### src/common/scr_pkg.sv
package scr_pkg;

  // ----------------------------------------------------------------
  // register counts and offsets
  // ----------------------------------------------------------------
  localparam int         SCR_SER_REGS       = 15;
  localparam int         SCR_DES_REGS       = 8;
  localparam logic [7:0] SCR_OFS_FORMAT     = 8'h00;
  localparam logic [7:0] SCR_OFS_SPREAD     = 8'h01;
  localparam logic [7:0] SCR_OFS_START_TO   = 8'h02;
  localparam logic [7:0] SCR_OFS_END_TO     = 8'h03;
  localparam logic [7:0] SCR_OFS_EDGE       = 8'h04;
  localparam logic [7:0] SCR_OFS_OWN_ADDR   = 8'h05;
  localparam logic [7:0] SCR_OFS_END_FRAME  = 8'h06;
  localparam logic [7:0] SCR_OFS_REMOTE     = 8'h07;
  localparam logic [7:0] SCR_OFS_DES_PERIPH = 8'h07;
  localparam logic [7:0] SCR_OFS_PERIPH     = 8'h08;
  localparam logic [7:0] SCR_OFS_TEST_PINS  = 8'h09;
  localparam logic [7:0] SCR_OFS_DIR_LOW    = 8'h0A;
  localparam logic [7:0] SCR_OFS_VAL_LOW    = 8'h0B;
  localparam logic [7:0] SCR_OFS_EMPHASIS   = 8'h0C;
  localparam logic [7:0] SCR_OFS_FILTER     = 8'h0D;
  localparam logic [7:0] SCR_OFS_LOCK       = 8'h0E;
  localparam logic [7:0] SCR_OFS_ERR_FIRST  = 8'h0A;
  localparam logic [7:0] SCR_OFS_ERR_LAST   = 8'h0D;

  // ----------------------------------------------------------------
  // power-up values, index 0 rightmost
  // ----------------------------------------------------------------
  localparam logic [14:0][7:0] SCR_SER_RESET = {
    8'h00, 8'h00, 8'hE0, 8'h00, 8'h00, 8'h00, 8'h00, 8'hF8,
    8'hFF, 8'hFA, 8'h28, 8'hA0, 8'hA0, 8'h1F, 8'hB5};
  localparam logic [7:0][7:0]  SCR_DES_RESET = {
    8'h00, 8'hFF, 8'hF8, 8'h20, 8'hA0, 8'hA0, 8'h00, 8'hB5};
  localparam logic [7:0]       SCR_EDGE_STRAP_LO = 8'h28;
  localparam logic [7:0]       SCR_EDGE_STRAP_HI = 8'h30;

  // writable bits; reserved and read-only bits are zero here
  localparam logic [14:0][7:0] SCR_SER_WMASK = {
    8'h00, 8'h03, 8'hE0, 8'hFF, 8'hFF, 8'hFF, 8'hFF, 8'hFF,
    8'hFF, 8'hFF, 8'hBD, 8'hFF, 8'hFF, 8'hE0, 8'hFF};
  localparam logic [7:0][7:0]  SCR_DES_WMASK = {
    8'hFF, 8'hFF, 8'hFF, 8'hE1, 8'hFF, 8'hFF, 8'hE0, 8'hFF};

  // ----------------------------------------------------------------
  // field positions
  // ----------------------------------------------------------------
  localparam int SCR_DIV_LSB        = 4;
  localparam int SCR_AUTO_ERR_BIT   = 5;
  localparam int SCR_LOCK_BIT       = 0;
  localparam int SCR_POWER_DOWN_BIT = 4;
  localparam int SCR_SER_ON_BIT     = 3;
  localparam int SCR_HI_DIR_LSB     = 2;

  // ----------------------------------------------------------------
  // timing
  // ----------------------------------------------------------------
  localparam logic [1:0] SCR_INIT_WAIT = 2'h2;
  localparam int         SCR_TIMERS    = 4;

endpackage

### src/scr_config_bank.sv
`timescale 1ns/1ps

// How it works
// (RULE_01) both link format registers power up to 0xB5
// (RULE_02) serializer spread register powers up to 0x1F, spread off
// (RULE_03) deserializer offset one powers up to 0x00, spread off
// (RULE_04) with auto error reset clear, reading error registers clears counts
// (RULE_05) start timer ticks at clock over 2^divider code, expires after count+1
// (RULE_06) end timer likewise with own codes; both timeout registers reset 0xA0
// (RULE_07) remote strap low gives edge register 0x28, high gives 0x30
// (RULE_08) serializer defaults: falling vsync, rising clock, pll kept, test off
// (RULE_09) deserializer edge register powers up to 0x20
// (RULE_10) own addresses 0xFA and 0xF8; serializer keeps remote address at seven
// (RULE_11) both end-of-frame bytes at offset six power up to 0xFF
// (RULE_12) peripheral register resets 0x00: uart selected, port off
// (RULE_13) fast bit 0 and base rate code 00 by default
// (RULE_14) come-back timeout code defaults to 000, never return
// (RULE_15) pattern length field defaults to 0000
// (RULE_16) ten pin direction bits and value bits default to 0
// (RULE_17) emphasis register powers up to 0xE0, low five bits stay zero
// (RULE_18) glitch filter field defaults to 00
// (RULE_19) control unit programs registers only during the control channel
// (RULE_20) every register loads its reset value; reserved bits ignore writes
module scr_config_bank
  import scr_pkg::*;
(
  input  wire logic                clk_in,
  input  wire logic                rst_b_in,
  input  wire logic                ce_in,
  input  wire logic                remote_strap_in,
  input  wire logic                ser_locked_in,
  input  wire logic                cc_bank_in,
  input  wire logic                cc_wr_in,
  input  wire logic                cc_rd_in,
  input  wire logic [7:0]          cc_addr_in,
  input  wire logic [7:0]          cc_wdata_in,
  input  wire logic [3:0][7:0]     des_err_data_in,
  input  wire logic [3:0]          timer_restart_in,
  output logic [7:0]               cc_rdata_out,
  output logic                     cc_rvalid_out,
  output logic                     init_done_out,
  output logic [14:0][7:0]         ser_cfg_out,
  output logic [7:0][7:0]          des_cfg_out,
  output logic [9:0]               ser_pin_dir_out,
  output logic [9:0]               ser_pin_value_out,
  output logic [3:0]               des_err_clear_out,
  output logic [3:0]               timer_expired_out
);

  // ----------------------------------------------------------------
  // state
  // ----------------------------------------------------------------
  typedef struct packed {
    logic [14:0][7:0] ser;
    logic [7:0][7:0]  des;
    logic [7:0]       rdata;
    logic             rvalid;
    logic [1:0]       init_cnt;
    logic             init_done;
    logic             strap_meta;
    logic             strap_sync;
    logic             lock_meta;
    logic             lock_sync;
    logic [3:0]       err_clr;
    logic [3:0][15:0] pre;
    logic [3:0][3:0]  cnt;
    logic [3:0]       armed;
    logic [3:0]       expired;
  } scr_state_s;

  scr_state_s s;
  scr_state_s next_s;

  // ----------------------------------------------------------------
  // next state
  // ----------------------------------------------------------------
  always_comb begin
    logic [3:0]  idx;
    logic [3:0]  div;
    logic [3:0]  term;
    logic [7:0]  cfg;
    logic [15:0] limit;
    idx   = cc_addr_in[3:0];
    div   = 4'h0;
    term  = 4'h0;
    cfg   = 8'h00;
    limit = 16'h0000;
    next_s = s;
    next_s.rvalid  = 1'b0;
    next_s.err_clr = 4'h0;
    next_s.expired = 4'h0;

    // pins come from outside the clock domain
    next_s.strap_meta = remote_strap_in;
    next_s.strap_sync = s.strap_meta;
    next_s.lock_meta  = ser_locked_in;
    next_s.lock_sync  = s.lock_meta;
    next_s.ser[SCR_OFS_LOCK[3:0]] = 8'h00;
    next_s.ser[SCR_OFS_LOCK[3:0]][SCR_LOCK_BIT] = s.lock_sync;

    // strap caught once the synchroniser has filled
    // (RULE_07) strap sets edge register
    if (!s.init_done) begin
      if (s.init_cnt == SCR_INIT_WAIT) begin
        next_s.init_done = 1'b1;
        next_s.ser[SCR_OFS_EDGE[3:0]] =
          s.strap_sync ? SCR_EDGE_STRAP_HI : SCR_EDGE_STRAP_LO;
      end else begin
        next_s.init_cnt = s.init_cnt + 2'h1;
      end
    end

    // writes wait for the strap load so it cannot be overwritten
    // (RULE_20) reserved bits hold
    if (cc_wr_in && s.init_done) begin
      if (!cc_bank_in && cc_addr_in < 8'(SCR_SER_REGS)) begin
        next_s.ser[idx] = (s.ser[idx] & ~SCR_SER_WMASK[idx])
                        | (cc_wdata_in & SCR_SER_WMASK[idx]);
      end else if (cc_bank_in && cc_addr_in < 8'(SCR_DES_REGS)) begin
        next_s.des[idx[2:0]] = (s.des[idx[2:0]] & ~SCR_DES_WMASK[idx[2:0]])
                             | (cc_wdata_in & SCR_DES_WMASK[idx[2:0]]);
      end
    end

    // read data one cycle later; unmapped reads return zero
    if (cc_rd_in) begin
      next_s.rvalid = 1'b1;
      next_s.rdata  = 8'h00;
      if (!cc_bank_in && cc_addr_in < 8'(SCR_SER_REGS)) begin
        next_s.rdata = s.ser[idx];
      end else if (cc_bank_in && cc_addr_in < 8'(SCR_DES_REGS)) begin
        next_s.rdata = s.des[idx[2:0]];
      end else if (cc_bank_in && cc_addr_in >= SCR_OFS_ERR_FIRST
                   && cc_addr_in <= SCR_OFS_ERR_LAST) begin
        next_s.rdata = des_err_data_in[2'(idx - SCR_OFS_ERR_FIRST[3:0])];
        // (RULE_04) clear on read
        if (!s.des[SCR_OFS_SPREAD[2:0]][SCR_AUTO_ERR_BIT]) begin
          next_s.err_clr[2'(idx - SCR_OFS_ERR_FIRST[3:0])] = 1'b1;
        end
      end
    end

    // 0,1 serializer start/end; 2,3 deserializer start/end
    // (RULE_05) (RULE_06) divided timeout timers
    for (int i = 0; i < SCR_TIMERS; i++) begin
      cfg   = (i < 2) ? s.ser[SCR_OFS_START_TO[3:0] + 4'(i)]
                      : s.des[SCR_OFS_START_TO[2:0] + 3'(i - 2)];
      div   = cfg[SCR_DIV_LSB +: 4];
      term  = cfg[3:0];
      limit = 16'((17'h1 << div) - 17'h1);
      if (timer_restart_in[i]) begin
        next_s.armed[i] = 1'b1;
        next_s.pre[i]   = 16'h0000;
        next_s.cnt[i]   = 4'h0;
      end else if (s.armed[i]) begin
        if (s.pre[i] == limit) begin
          next_s.pre[i] = 16'h0000;
          if (s.cnt[i] == term) begin
            next_s.armed[i]   = 1'b0;
            next_s.expired[i] = 1'b1;
          end else begin
            next_s.cnt[i] = s.cnt[i] + 4'h1;
          end
        end else begin
          next_s.pre[i] = s.pre[i] + 16'h0001;
        end
      end
    end
  end

  // ----------------------------------------------------------------
  // registers
  // ----------------------------------------------------------------
  // (RULE_01) (RULE_02) (RULE_03) power-up values
  always_ff @(posedge clk_in or negedge rst_b_in) begin
    if (!rst_b_in) begin
      s     <= '0;
      // (RULE_08) edge defaults, pll kept
      // (RULE_09) deserializer edge 0x20
      // (RULE_10) link addresses loaded
      // (RULE_11) end-frame bytes 0xFF
      // (RULE_12) peripheral port off
      // (RULE_13) slow uart rates
      // (RULE_14) come-back timeout off
      // (RULE_15) full pattern length
      // (RULE_17) zero emphasis
      // (RULE_18) widest glitch filter
      s.ser <= SCR_SER_RESET;
      s.des <= SCR_DES_RESET;
    end else if (ce_in) begin
      s <= next_s;
    end
  end

  // ----------------------------------------------------------------
  // outputs
  // ----------------------------------------------------------------
  assign cc_rdata_out      = s.rdata;
  assign cc_rvalid_out     = s.rvalid;
  assign init_done_out     = s.init_done;
  assign ser_cfg_out       = s.ser;
  assign des_cfg_out       = s.des;
  assign des_err_clear_out = s.err_clr;
  assign timer_expired_out = s.expired;
  // (RULE_16) ten pin controls
  assign ser_pin_dir_out   = {s.ser[SCR_OFS_TEST_PINS[3:0]][SCR_HI_DIR_LSB +: 2],
                              s.ser[SCR_OFS_DIR_LOW[3:0]]};
  assign ser_pin_value_out = {s.ser[SCR_OFS_TEST_PINS[3:0]][1:0],
                              s.ser[SCR_OFS_VAL_LOW[3:0]]};

  logic init_rise;
  assign init_rise = ce_in && !s.init_done && s.init_cnt == SCR_INIT_WAIT;
  logic ser_wr;
  logic des_wr;
  assign ser_wr = ce_in && cc_wr_in && s.init_done && !cc_bank_in;
  assign des_wr = ce_in && cc_wr_in && s.init_done && cc_bank_in;
endmodule

### config.mk
export PLATFORM = sky130hd
export DESIGN_NAME = scr_config_bank
export DESIGN_NICKNAME = d
export VERILOG_FILES = /design/src/common/scr_pkg.sv /design/src/scr_config_bank.sv
export SDC_FILE = /design/constraint.sdc
export NUM_CORES = 1
export LEC_CHECK = 0
export ABC_AREA = 1
export BUFFER_PORTS_ARGS = -buffer_cell sky130_fd_sc_hd__buf_2
export CAP_MARGIN = 10
export CORE_UTILIZATION = 40
export DETAILED_ROUTE_END_ITERATION = 8
export GPL_TIMING_DRIVEN = 1
export PLACE_DENSITY_LB_ADDON = 0.25
export SLEW_MARGIN = 40
export SYNTH_ARGS = -nofsm -noshare
export SYNTH_HDL_FRONTEND = slang
export SYNTH_SLANG_ARGS = --single-unit
### constraint.sdc
create_clock -name clk_in -period 2.69 [get_ports clk_in]
set_input_delay 0.4035 -clock clk_in [delete_from_list [all_inputs] [get_ports clk_in]]
set_output_delay 0.4035 -clock clk_in [all_outputs]
set_load 0.02 [all_outputs]
Word-level counts from Yosys, hierarchy flattened

Memory sizes are Yosys's and may differ from the RTL's.
Cells that the tools add are included.

Add/sub/neg operators: 14
$mul: 0
Div/mod/pow operators: 0
Magnitude comparators: 10
Eq/ne operators: 13
Shifts and indexed selects: 4
Multiplexer cells: 94
Bitwise gates (word level): 11
Reductions and logical operators: 29

Operators by type and width:

| kind                                                                 | number |
|---|---|
| 16-bit two-way mux                                                   | 12 |
| 184-bit two-way mux                                                  | 1 |
| 64-bit two-way mux                                                   | 2 |
| 120-bit bitwise mux                                                  | 1 |
| 120-bit two-way mux                                                  | 1 |
| 8-bit two-way mux                                                    | 12 |
| 4-bit two-way mux                                                    | 21 |
| 16-bit by 1-bit adder with 16-bit output, second input constant      | 4 |
| 64-bit bitwise mux                                                   | 1 |
| 16-bit == test                                                       | 4 |
| 1-bit by 4-bit left shift with 16-bit output, first input constant   | 4 |
| 16-bit by 1-bit subtractor with 16-bit output, second input constant | 4 |
| 1-bit two-way mux                                                    | 36 |
| 8-bit AND                                                            | 4 |
| 8-bit binary-select mux with 4-bit select                            | 1 |
| 8-bit demux with 4-bit select                                        | 1 |
| 8-bit binary-select mux with 3-bit select                            | 1 |
| 8-bit demux with 3-bit select                                        | 1 |
| 4-bit AND reduction                                                  | 5 |
| 4-bit by 1-bit adder with 4-bit output, second input constant        | 4 |
| 8-bit binary-select mux with 2-bit select                            | 1 |
| 4-bit == test                                                        | 4 |
| 8-bit by 4-bit < comparator with 1-bit output, second input constant | 2 |
| 8-bit inverter                                                       | 2 |
| 21 further kinds                                                     | 46 |

Register bits: 292
Latch bits: 0
RAM bits: 0
Bits in read-only memories: 192
Input bits: 60
Output and inout bits: 222
Word-level logic and storage cells: 219
Memories kept: 2

Memories:

| name            | words | width | read ports | clocked after memory_dff | write ports | RTL line               | RTL |
|---|---|---|---|---|---|---|---|
| (no name shown) | 16    | 8     | 1          | 0                        | 0           | scr_config_bank.sv:118 | `\| (cc_wdata_in & SCR_SER_WMASK[idx]);` |
| (no name shown) | 8     | 8     | 1          | 0                        | 0           | scr_config_bank.sv:121 | `\| (cc_wdata_in & SCR_DES_WMASK[idx[2:0]]);` |

Depth between registers and ports, before layout

Depth in word-level cells: 10
Depth in mapped cells: 19

Least setup slack after synthesis

OpenSTA, ideal clock, no wires.

Path kind: register to register
Start: reg (tool-made name)
End: reg s[20] (netlist name)
Library setup time: 0.118 ns
Data arrival time: 2.191 ns
Path slack: 0.382 ns
Stages on the path, launching flop included: 17
Buffers on the path: 1
Period minus slack after synthesis: 2.308 ns
Cell sequence: dfstp_2 > buf_2 > nor2_2 > nand2_1 > ha_1 > nand2_1 > inv_1 > nor2_1 > nand3_1 > nor2_1 > nand2_1 > nor2_1 > nand3_2 > nand2_2 > nand3_1 > nand2_1 > nand2_1

RTL lines:

| element              | RTL line               | RTL |
|---|---|---|
| end signal, assigned | scr_config_bank.sv:191 | `s <= next_s;` |
| end, declared        | scr_config_bank.sv:71  | `scr_state_s s;` |

==> impl_metrics.ini <==
[status]
status = completed

[route]
dr.pass1.iters = 5
drtIter0Drc = 1298
vias_per_cell = 5.237
drc = 0
antenna_left = 0
wl_per_cell_um = 19.84
via_count = 16591
wl_mm = 62.84

[cts]
clock_path_buffers = 3
cts_buffers = 36
htreeDepth = 2
clkSlewWorstSetupHoldPaths_ns = 0.06
tritoncts = yes
clkLatencyLatePin_ns = 0.56
root_buffer = clkbuf_16
clkSinkCount = 292

[pwr]
powerDensity_nw_per_um2 = 561.7
p_leak_nw = 10.40
vdd_drop_max_uv = 460.1

[logic_synthesis]
synth.most_common_cell = nand2_1
synthMuxAreaShare_pct = 0.1231
yosys.area_share.xor_xnor_pct = 3.281
synth_largest_area_cell = dfrtp_1
synth_top_area_share_pct = 31.58
syn_area_per_cell_um2 = 7.410
async_reset_ff_share_pct = 100.0
syn_nets = 2543
synth_flop_cell = dfrtp_1
synth_edf_count = 0
synthTopCellsByArea = dfrtp_1 32%, nand2_1 16%, buf_4 9.8%
synth_compound_area_share_pct = 11.05
ys_seq_elements = 292
synth.distinct_cells = 50
yosysWarningCount = 0
synth_top_family_by_area = simple AND/OR/NAND/NOR gates
ys_seq_area_share_pct = 40.34
synth_fa_ha_area_share_pct = 0.8887
synth_area_um2 = 18300
synth_common_cells = 788 x nand2_1, 239 x buf_4, 231 x dfrtp_1
synth_simple_gate_area_share_pct = 27.91
synthCells = 2470

[die]
start_util_pct = 40.42
io_pins = 282
core_area_um2 = 45280
die_h_um = 215.9
rows = 78
die-area_um2 = 46620
chipWidth_um = 215.9

[layout]
drive_gt1_share_pct = 21.40
final_nets = 2614
final_cells = 3168
areaGrowthSynthToFinish_pct = 10.47
post-route-cell-area_um2 = 20220

[timing]
max_freq_ghz = 0.4061
setup_viol = 0
period_needed_ns = 2.462
drv_slew = 0
tns_ns = 0
rsz0062_at_grt = no
fin_crit_sh_pct = 91.53
worst_slack_ns = 0.2278
hold_violations = 0
tightestPinTransition_ns = 0.7122
fin_skew_ns = 0.01143
max-slew-margin-rel_pct = 52.51

[placement]
hpwlAfterDp_mm = 47.81
dp.cells = 3097
dpl_cell_area_um2 = 18950
place.gp.congestion = 0.9934
pre_cts_ws_ns = 0.1111
io_buffers = 281

[setup_path]
path_max_fanout = 8
crit_type = flip-flop to flip-flop
r2r_slack_ns = 0.23
slowest_delay_ns = 0.63
worstPathRequired_ns = 3.13
crit_buf_inv = 1
arrival_ns = 2.90
cpMostUsedCell = nand2_1
endpoint_kind = flip-flop
crit_path_start_kind = flip-flop
slowest_stage = dfstp_2
crit_chain = inv_1 > nand3_1 > ha_1 > xor2_1 > nand3_1 > nor2_1 > nand2_1 > nor2_1 > nand3_2 > nand2_2 > nand3_2 > nand2_1 > nand2_1
crit_family = simple AND/OR/NAND/NOR gates

[flow_run]
cap_violations = 0

[global_route]
antenna_found_initial = 3
grt_pass1_vias = 15923
grt_first_pass_wirelength_mm = 96.39
grtUsageTotal_pct = 26.84
grt_start_max_net_pins = 67
gr-total-overflow = 0

[min_path]
hold_path_class = input port to flip-flop
==> through the flow <==
stage | util (%) | total power, mW | hold WS, ns
global route | 44.64 | 11.80 | 0.07557
global placement | 41.85 | 6.450 | 0.3627
CTS | 44.49 | 11.43 | 0.05207
finish | 44.65 | 11.36 | 0.07973
detailed placement | 41.86 | 6.480 | 0.3654
floorplan | - | 5.893 | 0.1079
==> worst paths after layout <==
path,start,endpoint,cells after the start
min in group asynchronous,rst_b_in,asynchronous set/reset pin,2
setup / recovery,flip-flop,s[13],13
hold / removal,ser_locked_in,next_s[92],3
max in group asynchronous,rst_b_in,asynchronous set/reset pin,3
setup reg to reg,flip-flop,s[13],13
hold reg to reg,flip-flop,flip-flop,0
==> cell usage in the layout, fill, tap and decap left out, types with 4 or more instances in the layout <==
cell         n
xor2_1      58
o22ai_1     13
nor4_1       5
nor3_1      18
o21ai_2      7
ha_1        12
nor2_1     166
a21oi_1     76
clkbuf_8     8
buf_2      280
dfrtp_1    231
nand4_1     40
nor3_2       5
nand3_1    164
o2111ai_1    8
nor2_4       6
clkbuf_16   36
nand2_2      8
nor2_2      11
o21ai_1     22
o31ai_1      4
clkbuf_1     6
nand3b_1     4
or2_2        4
buf_12      11
dfstp_2     61
nand2_1    785
inv_1      177
o21ai_0    131
inv_2        9
buf_4       78
xnor2_1      8
a22oi_1     67
clkinv_2     6
==> logic make-up after synthesis <==
group / Yosys count
AOI/OAI and AO/OA: 345
adders and majority gates: 13
xor gates and xnor gates: 67
muxes: 2
DFF: 292
and+or+nand+nor: 1224
buffers and inverters: 527
==> worst min-delay path, delay by kind of cell <==
family	cells	cell delay [ns]
AND/OR/NAND/NOR	2	0.11
buffers and inverters	1	0.09
==> layer usage <==
metal,vias to the layer above,global-route usage (%),routed length (µm)
met5,-,0,0
met4,0,12.04,2723
met3,127,4.454,4460
met2,606,42.18,28360
met1,7947,36.24,27300
li1,7911,-,-
==> timing repair <==
item,4_1_cts,5_1_grt
resized for setup,0,10
setup buffers,0,5
setup endpoints to repair,0,55
hold endpoints to repair,42,0
hold buffers,1,0
==> power by group <==
group / switching, mW / internal, mW / total [mW]
combinational: 1.08 / 0.524 / 1.60
sequential: 0.233 / 4.59 / 4.82
clock: 2.03 / 2.90 / 4.93
==> cell type report <==
class / instances / area [µm²]
antenna: 2 / 5.005
multi-input combinational: 1651 / 7954
fill: 4674 / 25070
tap: 600 / 750.7
clock inverter: 13 / 150.1
timing repair buffer: 371 / 2232
inverter: 189 / 709.4
sequential: 292 / 7383
clock buffer: 50 / 1033
Power figures use the tool's default switching activity.
